**src/verilog/supply_ctrl_pkg.sv**
```systemverilog
// constants shared by the supply and reset control logic
// assumes a single 100 MHz clock and synchronous active-high reset
package supply_ctrl_pkg;
  localparam int CLK_MHZ = 100;
  localparam int FRAME_BITS = 16;
  localparam int IRQ_SRC = 8;
  // reset pulse lengths in microseconds
  localparam int RST_SHORT_US = 1;
  localparam int RST_LONG_US = 20;
  localparam int RST_SHORT_CYC = RST_SHORT_US * CLK_MHZ;
  localparam int RST_LONG_CYC = RST_LONG_US * CLK_MHZ;
  // least release time of the interrupt line after a read, ns, rounded up
  localparam int IRQ_GAP_NS = 2000;
  localparam int IRQ_GAP_CYC = (IRQ_GAP_NS * CLK_MHZ + 999) / 1000;
  localparam int CNT_W = 12;
  // command frame layout: [15:12] command, [11:0] payload
  localparam int CMD_HI = 15;
  localparam int CMD_LO = 12;
  localparam logic [3:0] CMD_CONTROL = 4'h1;
  localparam logic [3:0] CMD_IRQ_EN = 4'h2;
  localparam logic [3:0] CMD_IRQ_READ = 4'h3;
  localparam logic [3:0] CMD_WD_SERVE = 4'h4;
  localparam logic [3:0] CMD_SLEEP = 4'h5;
  // control payload bit positions
  localparam int BIT_CAN_SUP_ON = 0;
  localparam int BIT_INH_EN = 1;
  localparam int BIT_INH_VAL = 2;
  localparam int BIT_RST_LONG = 3;
  localparam int BIT_ERR_ON_EN = 4;
  localparam int BIT_ENABLE = 5;
  typedef enum logic [4:0] {
    MODE_START = 5'h01,
    MODE_NORMAL = 5'h02,
    MODE_SLEEP = 5'h04,
    MODE_RESTART = 5'h08,
    MODE_FAILSAFE = 5'h10
  } mode_type;
endpackage : supply_ctrl_pkg

```
**src/verilog/frame_if.sv**
```systemverilog
// frame carrier between the serial receiver and the control core
// assumes one clock domain
`timescale 1ns/100ps
interface frame_if;
  logic frameValid;
  logic frameError;
  logic [15:0] frameData;
  modport source (output frameValid, output frameError, output frameData);
  modport sink (input frameValid, input frameError, input frameData);
endinterface : frame_if

```
**src/verilog/spi_frame_rx.sv**
```systemverilog
// serial command receiver, one frame per chip-select low period
// assumes spi pins synchronous to ref_clk, sampled on rising sck
`timescale 1ns/100ps
module spi_frame_rx
  import supply_ctrl_pkg::*;
(
  input wire logic ref_clk,
  input wire logic rst,
  input wire logic spiClk,
  input wire logic spi_chip_select_n,
  input wire logic spiMosi,
  frame_if.source frm
);
  logic csPrev_reg;
  logic sckPrev_reg;
  logic [4:0] bitCnt_reg;
  logic [15:0] shift_reg;
  logic active_reg;

  always_ff @(posedge ref_clk) begin
    if (rst) begin
      csPrev_reg <= 1'b1;
      sckPrev_reg <= 1'b0;
    end else begin
      csPrev_reg <= spi_chip_select_n;
      sckPrev_reg <= spiClk;
    end
  end

  // any falling chip select opens a cycle; rising end checks the bit count
  always_ff @(posedge ref_clk) begin
    if (rst) begin
      active_reg <= 1'b0;
      bitCnt_reg <= 5'h00;
      shift_reg <= 16'h0000;
      frm.frameValid <= 1'b0;
      frm.frameError <= 1'b0;
      frm.frameData <= 16'h0000;
    end else begin
      frm.frameValid <= 1'b0;
      frm.frameError <= 1'b0;
      if (csPrev_reg && !spi_chip_select_n) begin
        active_reg <= 1'b1;
        bitCnt_reg <= 5'h00;
      end else if (active_reg && !spi_chip_select_n && spiClk && !sckPrev_reg) begin
        shift_reg <= {shift_reg[14:0], spiMosi};
        if (bitCnt_reg != 5'h1f) begin
          bitCnt_reg <= bitCnt_reg + 5'h01;
        end
      end else if (active_reg && !csPrev_reg && spi_chip_select_n) begin
        active_reg <= 1'b0;
        if (bitCnt_reg == 5'(FRAME_BITS)) begin
          frm.frameValid <= 1'b1;
          frm.frameData <= shift_reg;
        end else begin
          frm.frameError <= 1'b1;
        end
      end
    end
  end
endmodule : spi_frame_rx

```
**src/verilog/pulse_timer.sv**
```systemverilog
// down counter giving a busy level for a loaded number of cycles
// assumes load pulses on ref_clk
`timescale 1ns/100ps
module pulse_timer
  import supply_ctrl_pkg::*;
(
  input wire logic ref_clk,
  input wire logic rst,
  input wire logic load,
  input wire logic [CNT_W-1:0] length,
  output logic busy
);
  logic [CNT_W-1:0] count_reg;
  always_ff @(posedge ref_clk) begin
    if (rst) begin
      count_reg <= '0;
    end else if (load) begin
      count_reg <= length;
    end else if (count_reg != '0) begin
      count_reg <= count_reg - 1'b1;
    end
  end
  assign busy = (count_reg != '0);
endmodule : pulse_timer

```
**src/verilog/supply_reset_ctrl.sv**
```systemverilog
// supply, reset, interrupt and serial command control of the basis device
// assumes host pins synchronous to ref_clk; pads resolve the enables
`timescale 1ns/100ps
module supply_reset_ctrl
  import supply_ctrl_pkg::*;
(
  input wire logic ref_clk,
  input wire logic rst,
  input wire logic spiClk,
  input wire logic spi_chip_select_n,
  input wire logic spiMosi,
  output logic spiMiso,
  input wire logic watchdogTimeout,
  input wire logic wakeEvent,
  input wire logic resetRequest,
  input wire logic canActive,
  input wire logic canBusFailure,
  input wire logic [IRQ_SRC-1:0] irqSources,
  input wire logic [7:0] busFailureStatus,
  output logic system_reset_n,
  output logic irqOut,
  output logic irqOe,
  output logic supplyInhibitOut,
  output logic supplyInhibitOe,
  output logic mainRegulatorOn,
  output logic canSupplyRegulatorOn,
  output logic enableOut,
  output logic busBiasHalf,
  output logic failSafeActive
);
  import supply_ctrl_pkg::*;

  ////////////////////////////////////////////////////////////////////////
  frame_if frm ();
  mode_type mode_reg;
  logic [IRQ_SRC-1:0] irqEnable_reg;
  logic [IRQ_SRC-1:0] irqFlags_reg;
  logic [15:0] txShift_reg;
  logic canSupOn_reg;
  logic inhEn_reg;
  logic inhVal_reg;
  logic rstLong_reg;
  logic errOnEn_reg;
  logic enable_reg;
  logic rstLoad;
  logic rstBusy;
  logic gapLoad;
  logic gapBusy;
  logic [CNT_W-1:0] rstLen;
  logic cmdValid;
  logic [3:0] cmdCode;
  logic failEntry;
  logic sckPrev_reg;

  function automatic logic isCmd(input logic [15:0] data, input logic [3:0] code);
    isCmd = (data[CMD_HI:CMD_LO] == code);
  endfunction : isCmd

  spi_frame_rx rx (
    .ref_clk(ref_clk),
    .rst(rst),
    .spiClk(spiClk),
    .spi_chip_select_n(spi_chip_select_n),
    .spiMosi(spiMosi),
    .frm(frm)
  );

  assign cmdValid = frm.frameValid;
  assign cmdCode = frm.frameData[CMD_HI:CMD_LO];
  // sleep has no watchdog to miss, so a stale timeout there must not force failsafe
  assign failEntry = watchdogTimeout && (mode_reg != MODE_FAILSAFE)
                     && (mode_reg != MODE_SLEEP);

  ////////////////////////////////////////////////////////////////////////
  // mode sequencing
  always_ff @(posedge ref_clk) begin
    if (rst) begin
      mode_reg <= MODE_START;
    end else begin
      unique case (mode_reg)
        MODE_START: begin
          if (failEntry) begin
            mode_reg <= MODE_FAILSAFE;
          end else if (!rstBusy) begin
            mode_reg <= MODE_NORMAL;
          end
        end
        MODE_NORMAL: begin
          if (failEntry) begin
            mode_reg <= MODE_FAILSAFE;
          end else if (frm.frameError || resetRequest) begin
            mode_reg <= MODE_RESTART;
          end else if (cmdValid && cmdCode == CMD_SLEEP) begin
            mode_reg <= MODE_SLEEP;
          end
        end
        MODE_SLEEP: begin
          if (wakeEvent) begin
            mode_reg <= MODE_RESTART;
          end
        end
        MODE_RESTART: begin
          if (failEntry) begin
            mode_reg <= MODE_FAILSAFE;
          end else if (!rstBusy && !rstLoad) begin
            mode_reg <= MODE_NORMAL;
          end
        end
        MODE_FAILSAFE: begin
          if (wakeEvent) begin
            mode_reg <= MODE_RESTART;
          end
        end
      endcase
    end
  end

  ////////////////////////////////////////////////////////////////////////
  // control bits written by host
  always_ff @(posedge ref_clk) begin
    if (rst) begin
      canSupOn_reg <= 1'b0;
      inhEn_reg <= 1'b0;
      inhVal_reg <= 1'b0;
      rstLong_reg <= 1'b0;
      errOnEn_reg <= 1'b0;
      enable_reg <= 1'b0;
    end else begin
      if (failEntry) begin
        inhEn_reg <= 1'b1;
        inhVal_reg <= 1'b0;
        enable_reg <= 1'b0;
      end else if (cmdValid && isCmd(frm.frameData, CMD_CONTROL)
                   && mode_reg == MODE_NORMAL && !watchdogTimeout) begin
        canSupOn_reg <= frm.frameData[BIT_CAN_SUP_ON];
        inhEn_reg <= frm.frameData[BIT_INH_EN];
        inhVal_reg <= frm.frameData[BIT_INH_VAL];
        rstLong_reg <= frm.frameData[BIT_RST_LONG];
        errOnEn_reg <= frm.frameData[BIT_ERR_ON_EN];
        enable_reg <= frm.frameData[BIT_ENABLE];
      end else if (!system_reset_n) begin
        enable_reg <= 1'b0;
      end
    end
  end

  ////////////////////////////////////////////////////////////////////////
  // reset pulse generation
  assign rstLoad = (mode_reg == MODE_NORMAL && (frm.frameError || resetRequest))
                   || (mode_reg == MODE_SLEEP && wakeEvent)
                   || (mode_reg == MODE_FAILSAFE && wakeEvent)
                   || failEntry;
  // restart and failsafe get the long pulse, except a reset request with the long bit clear
  // the load cycle already drives reset low, so the timer runs one cycle less
  assign rstLen = (rstLong_reg || frm.frameError || resetRequest == 1'b0
                   || failEntry) ? CNT_W'(RST_LONG_CYC - 1)
                  : CNT_W'(RST_SHORT_CYC - 1);

  pulse_timer rstTimer (
    .ref_clk(ref_clk),
    .rst(rst),
    .load(rstLoad || (mode_reg == MODE_START && !rstBusy && rst)),
    .length(rstLen),
    .busy(rstBusy)
  );

  always_ff @(posedge ref_clk) begin
    if (rst) begin
      system_reset_n <= 1'b0;
    end else begin
      system_reset_n <= !(rstBusy || rstLoad || mode_reg == MODE_START
                          || mode_reg == MODE_FAILSAFE);
    end
  end

  ////////////////////////////////////////////////////////////////////////
  // interrupts: sticky flags, cleared on read, set wins
  assign gapLoad = cmdValid && cmdCode == CMD_IRQ_READ;

  always_ff @(posedge ref_clk) begin
    if (rst) begin
      irqEnable_reg <= '0;
      irqFlags_reg <= '0;
    end else begin
      if (cmdValid && cmdCode == CMD_IRQ_EN) begin
        irqEnable_reg <= frm.frameData[IRQ_SRC-1:0];
      end
      irqFlags_reg <= (gapLoad ? '0 : irqFlags_reg) | (irqSources & irqEnable_reg);
    end
  end

  pulse_timer gapTimer (
    .ref_clk(ref_clk),
    .rst(rst),
    .load(gapLoad),
    .length(CNT_W'(IRQ_GAP_CYC)),
    .busy(gapBusy)
  );

  always_ff @(posedge ref_clk) begin
    if (rst) begin
      irqOe <= 1'b0;
      irqOut <= 1'b0;
    end else begin
      irqOut <= 1'b0;
      irqOe <= (|irqFlags_reg) && !gapBusy && !gapLoad;
    end
  end

  ////////////////////////////////////////////////////////////////////////
  // read-back shift: bus failure status over flags, loaded at frame start
  always_ff @(posedge ref_clk) begin
    if (rst) begin
      txShift_reg <= 16'h0000;
      sckPrev_reg <= 1'b0;
      spiMiso <= 1'b0;
    end else begin
      sckPrev_reg <= spiClk;
      if (spi_chip_select_n) begin
        txShift_reg <= {busFailureStatus, irqFlags_reg};
      end else if (!spiClk && sckPrev_reg) begin
        txShift_reg <= {txShift_reg[14:0], 1'b0};
      end
      spiMiso <= txShift_reg[15];
    end
  end

  ////////////////////////////////////////////////////////////////////////
  // supplies, inhibit, enable and bias
  always_ff @(posedge ref_clk) begin
    if (rst) begin
      supplyInhibitOe <= 1'b0;
      supplyInhibitOut <= 1'b0;
      mainRegulatorOn <= 1'b0;
      canSupplyRegulatorOn <= 1'b0;
      enableOut <= 1'b0;
      busBiasHalf <= 1'b0;
      failSafeActive <= 1'b0;
    end else begin
      supplyInhibitOe <= inhEn_reg;
      supplyInhibitOut <= inhVal_reg && mode_reg != MODE_FAILSAFE && !failEntry;
      mainRegulatorOn <= !(mode_reg == MODE_SLEEP || mode_reg == MODE_FAILSAFE);
      canSupplyRegulatorOn <= canSupOn_reg || (canActive && mode_reg == MODE_NORMAL);
      enableOut <= errOnEn_reg ? !canBusFailure
                   : (enable_reg && system_reset_n);
      busBiasHalf <= (mode_reg == MODE_NORMAL) && canActive;
      failSafeActive <= (mode_reg == MODE_FAILSAFE);
    end
  end
endmodule : supply_reset_ctrl

```
**config.mk**
```make
export PLATFORM = sky130hd
export DESIGN_NAME = supply_reset_ctrl
export DESIGN_NICKNAME = d
export VERILOG_FILES = /design/src/verilog/supply_ctrl_pkg.sv /design/src/verilog/frame_if.sv /design/src/verilog/spi_frame_rx.sv /design/src/verilog/pulse_timer.sv /design/src/verilog/supply_reset_ctrl.sv
export SDC_FILE = /design/constraint.sdc
export NUM_CORES = 1
export LEC_CHECK = 0
export ABC_AREA = 1
export ABC_CLOCK_PERIOD_IN_PS = 3600
export BUFFER_PORTS_ARGS = -buffer_cell sky130_fd_sc_hd__buf_4
export CELL_PAD_IN_SITES_DETAIL_PLACEMENT = 1
export CELL_PAD_IN_SITES_GLOBAL_PLACEMENT = 1
export CORE_MARGIN = 2
export CORE_UTILIZATION = 47
export CTS_CLUSTER_SIZE = 16
export DETAILED_ROUTE_END_ITERATION = 10
export PLACE_DENSITY_LB_ADDON = 0.15
export SYNTH_ARGS = -nofsm -noshare
export SYNTH_HDL_FRONTEND = slang
export SYNTH_SLANG_ARGS = --single-unit
export TNS_END_PERCENT = 100
```
**constraint.sdc**
```tcl
create_clock -name ref_clk -period 3.6 [get_ports ref_clk]
set_input_delay 0.72 -clock ref_clk [delete_from_list [all_inputs] [get_ports ref_clk]]
set_output_delay 0.72 -clock ref_clk [all_outputs]
set_load 0.01 [all_outputs]
```
==> impl_metrics.ini <==
[setup_path]
start_kind = input pin
worstPathCellList = buf_4 -> inv_2 -> nand4_1 -> inv_1 -> nand2_1 -> o21ai_0 -> a21oi_1
ff2ff_setup_slack_ns = 1.65
cp_data_arrival_time_ns = 2.52
cp.required_ns = 3.99
end_kind = flop
cpMaxStageDelayCell = nand2_1
worstSetupPathType = in2reg
slowest_delay_ns = 0.46
critPathMaxFanout = 19

[clock_network]
cts_hold_buf = 0
postCtsSetupBuffers = 0
cts_buffers = 17
clk_latency_ns = 0.53
cts.repair.resized = 0
clock_path_buffers = 2
h-tree-depth = 4
cts_root_buf = clkbuf_8
cts_tree = done
clk_pin_slew_ns = 0.05
clock_sinks = 115

[synth]
synthArstFlopShare_pct = 0
synthCells = 648
syn_nets = 681
synth_area_leaders = dfxtp_1, nand2_1, nor2_1
ys_seq_area_share_pct = 46.7
synth_warnings = 0
synth_area_um2 = 4930
synth_top_area_cell = dfxtp_1
syn_area_per_cell_um2 = 7.62
ys_types = 40
synth_enable_flop_cells = 0
synth_seq_cells = 115
yosysTopAreaCellShare_pct = 46.7
synth_ff_type = dfxtp_1

[route]
drtAntennaViolNets = 0
vias_per_cell = 5.36
dr_wl_met2_mm = 6.99
top_layer = met4
wl_met1_mm = 5.85
wirelength_mm = 13.5
drtPass1Iterations = 4
wl_per_cell_um = 16.2
vias = 4451
route.detailed.drc = 0
route.met3.wl_um = 363
dr.first_iter.drc_count = 178

[placed_design]
dp.cells = 799
portBuffers = 35
dpl.hpwl_mm = 8.60
gp_congestion = 0.847

[sta]
hold_violations = 0
finalSetupTns_ns = 0
tightest_slew_ns = 0.648
drv_slew = 0
rsz0062_at_grt = false
skew_ns = 0.00909
setup_viol = 0
timing.fmax_mhz = 470
final.period_utilization_pct = 59.1
relSlewSlack_pct = 56.8
min_period_ns = 2.13

[cells_and_area]
area_growth_pct = 19.8
final_nets = 715
final_cells = 831
drive_gt1_share_pct = 13.8
antenna_cells = 0

[die]
die_y_um = 106
initial_core_util_pct = 48.0
die-area_um2 = 11300
placementRows = 37
core_um2 = 10300
boundaryPins = 37
die_w_um = 106

[global_routing]
grt_overflow_total = 0
grt_pass1_wl_mm = 22.6
grt_util_all_layers_pct = 25.4
grt_pass1_vias = 4712
grt_max_degree = 58
antenna_found_initial = 0

[pwr]
cellPowerDensity_nw_per_um2 = 695
power_leakage_nw = 2.52
vdd_drop_max_mv = 0.336

[hold_path]
min_path_type = in2reg

[job]
maxCapViolations = 0

[status]
status = finished clean
-- cell families (layout without fill, tap and decap cells) --
group | after synthesis | after routing | share of synthesized area, %
buffers and inverters | 98 | 145 | 7.83
adder cells (fa/ha/maj) | 7 | 7 | 1.77
AO/OA/AOI/OAI | 117 | 117 | 14.1
XOR/XNOR | 13 | 13 | 2.31
other | 1 | 1 | 0.0760
AND/OR/NAND/NOR | 297 | 297 | 27.2
flip-flops | 115 | 115 | 46.7
-- worst paths after layout --
path / startpoint / end / cells past startpoint
worst max-delay path: spi_chip_select_n / rx.shift_reg[13] / 7
worst min-delay path: spiClk / sckPrev_reg / 3
worst max register to register: mode_reg[2] / rstTimer.count_reg[3] / 12
worst min register to register: inhVal_reg / supplyInhibitOut / 2
-- worst max-delay path: cells and delay by family --
kind	cells	cell delay (ns)
buf+inv	3	0.80
simple gates	2	0.63
compound gates	2	0.36
-- cells in the final DEF, fill, tap and decap left out, types with 3 or more instances in the layout --
master and n:
a211oi_1 5, a21oi_1 47, a311oi_1 6, a31oi_1 11, a32o_1 8, buf_4 38
bufinv_16 4, clkbuf_16 16, clkbuf_8 5, clkinv_2 3, dfxtp_1 115, ha_1 7
inv_1 71, inv_2 4, nand2_1 110, nand2_2 3, nand3_1 48, nand3_2 3
nand4_1 11, nor2_1 90, nor2_2 7, nor2_4 3, nor3_1 10, nor4_1 5
o21ai_0 30, o21ai_1 3, xnor2_1 4, xor2_1 9
-- metal layers --
layer  GRT usage [%]  up-vias
met2            45.7       59
met3            6.44       27
met1            28.9     2153
met4            9.65        0
li1                -     2212
met5               0        -
-- cells in the mapped netlist, types with 4 or more instances --
master / number
o21ai_0: 30
a32o_1: 8
nand2_1: 110
inv_2: 4
nand3_1: 48
a211oi_1: 5
a21oi_1: 47
xnor2_1: 4
nor4_1: 5
a31oi_1: 11
xor2_1: 9
dfxtp_1: 115
clkbuf_1: 11
inv_1: 71
buf_2: 6
nor2_2: 7
a311oi_1: 6
nor2_1: 90
nand4_1: 11
buf_1: 4
nor3_1: 10
ha_1: 7
-- layout make-up --
cell class              count  area (um2)
well taps                 136         170
multi-input cells         435        2250
repair buffers             38         285
clock buffers              23         477
flip-flops and latches    115        2300
clock inverters             9         150
fillers                  1288        4370
inverters                  75         282
-- metrics by stage --
| step | util [%] | setup slack [ns] | cell area (um2) | hold WS, ns | power, mW |
|---|---|---|---|---|---|
| 6_report | 57.5 | 1.47 | 5910 | 0.426 | 4.11 |
| 3_5_place_dp | 51.4 | 0.943 | 5290 | 0.425 | 2.32 |
| 5_1_grt | 57.5 | 1.21 | 5910 | 0.429 | 4.31 |
| 4_1_cts | 57.5 | 1.49 | 5910 | 0.405 | 4.14 |
| 2_1_floorplan | - | 1.81 | 4930 | 0.403 | 2.12 |
| 3_3_place_gp | 51.4 | 1.05 | 5290 | 0.410 | 2.27 |
-- power breakdown --
part / internal (mW) / switching, mW
registers: 1.39 / 0.105
logic: 0.290 / 0.551
clock network: 1.19 / 0.580
(Power assumes the default switching activity.)
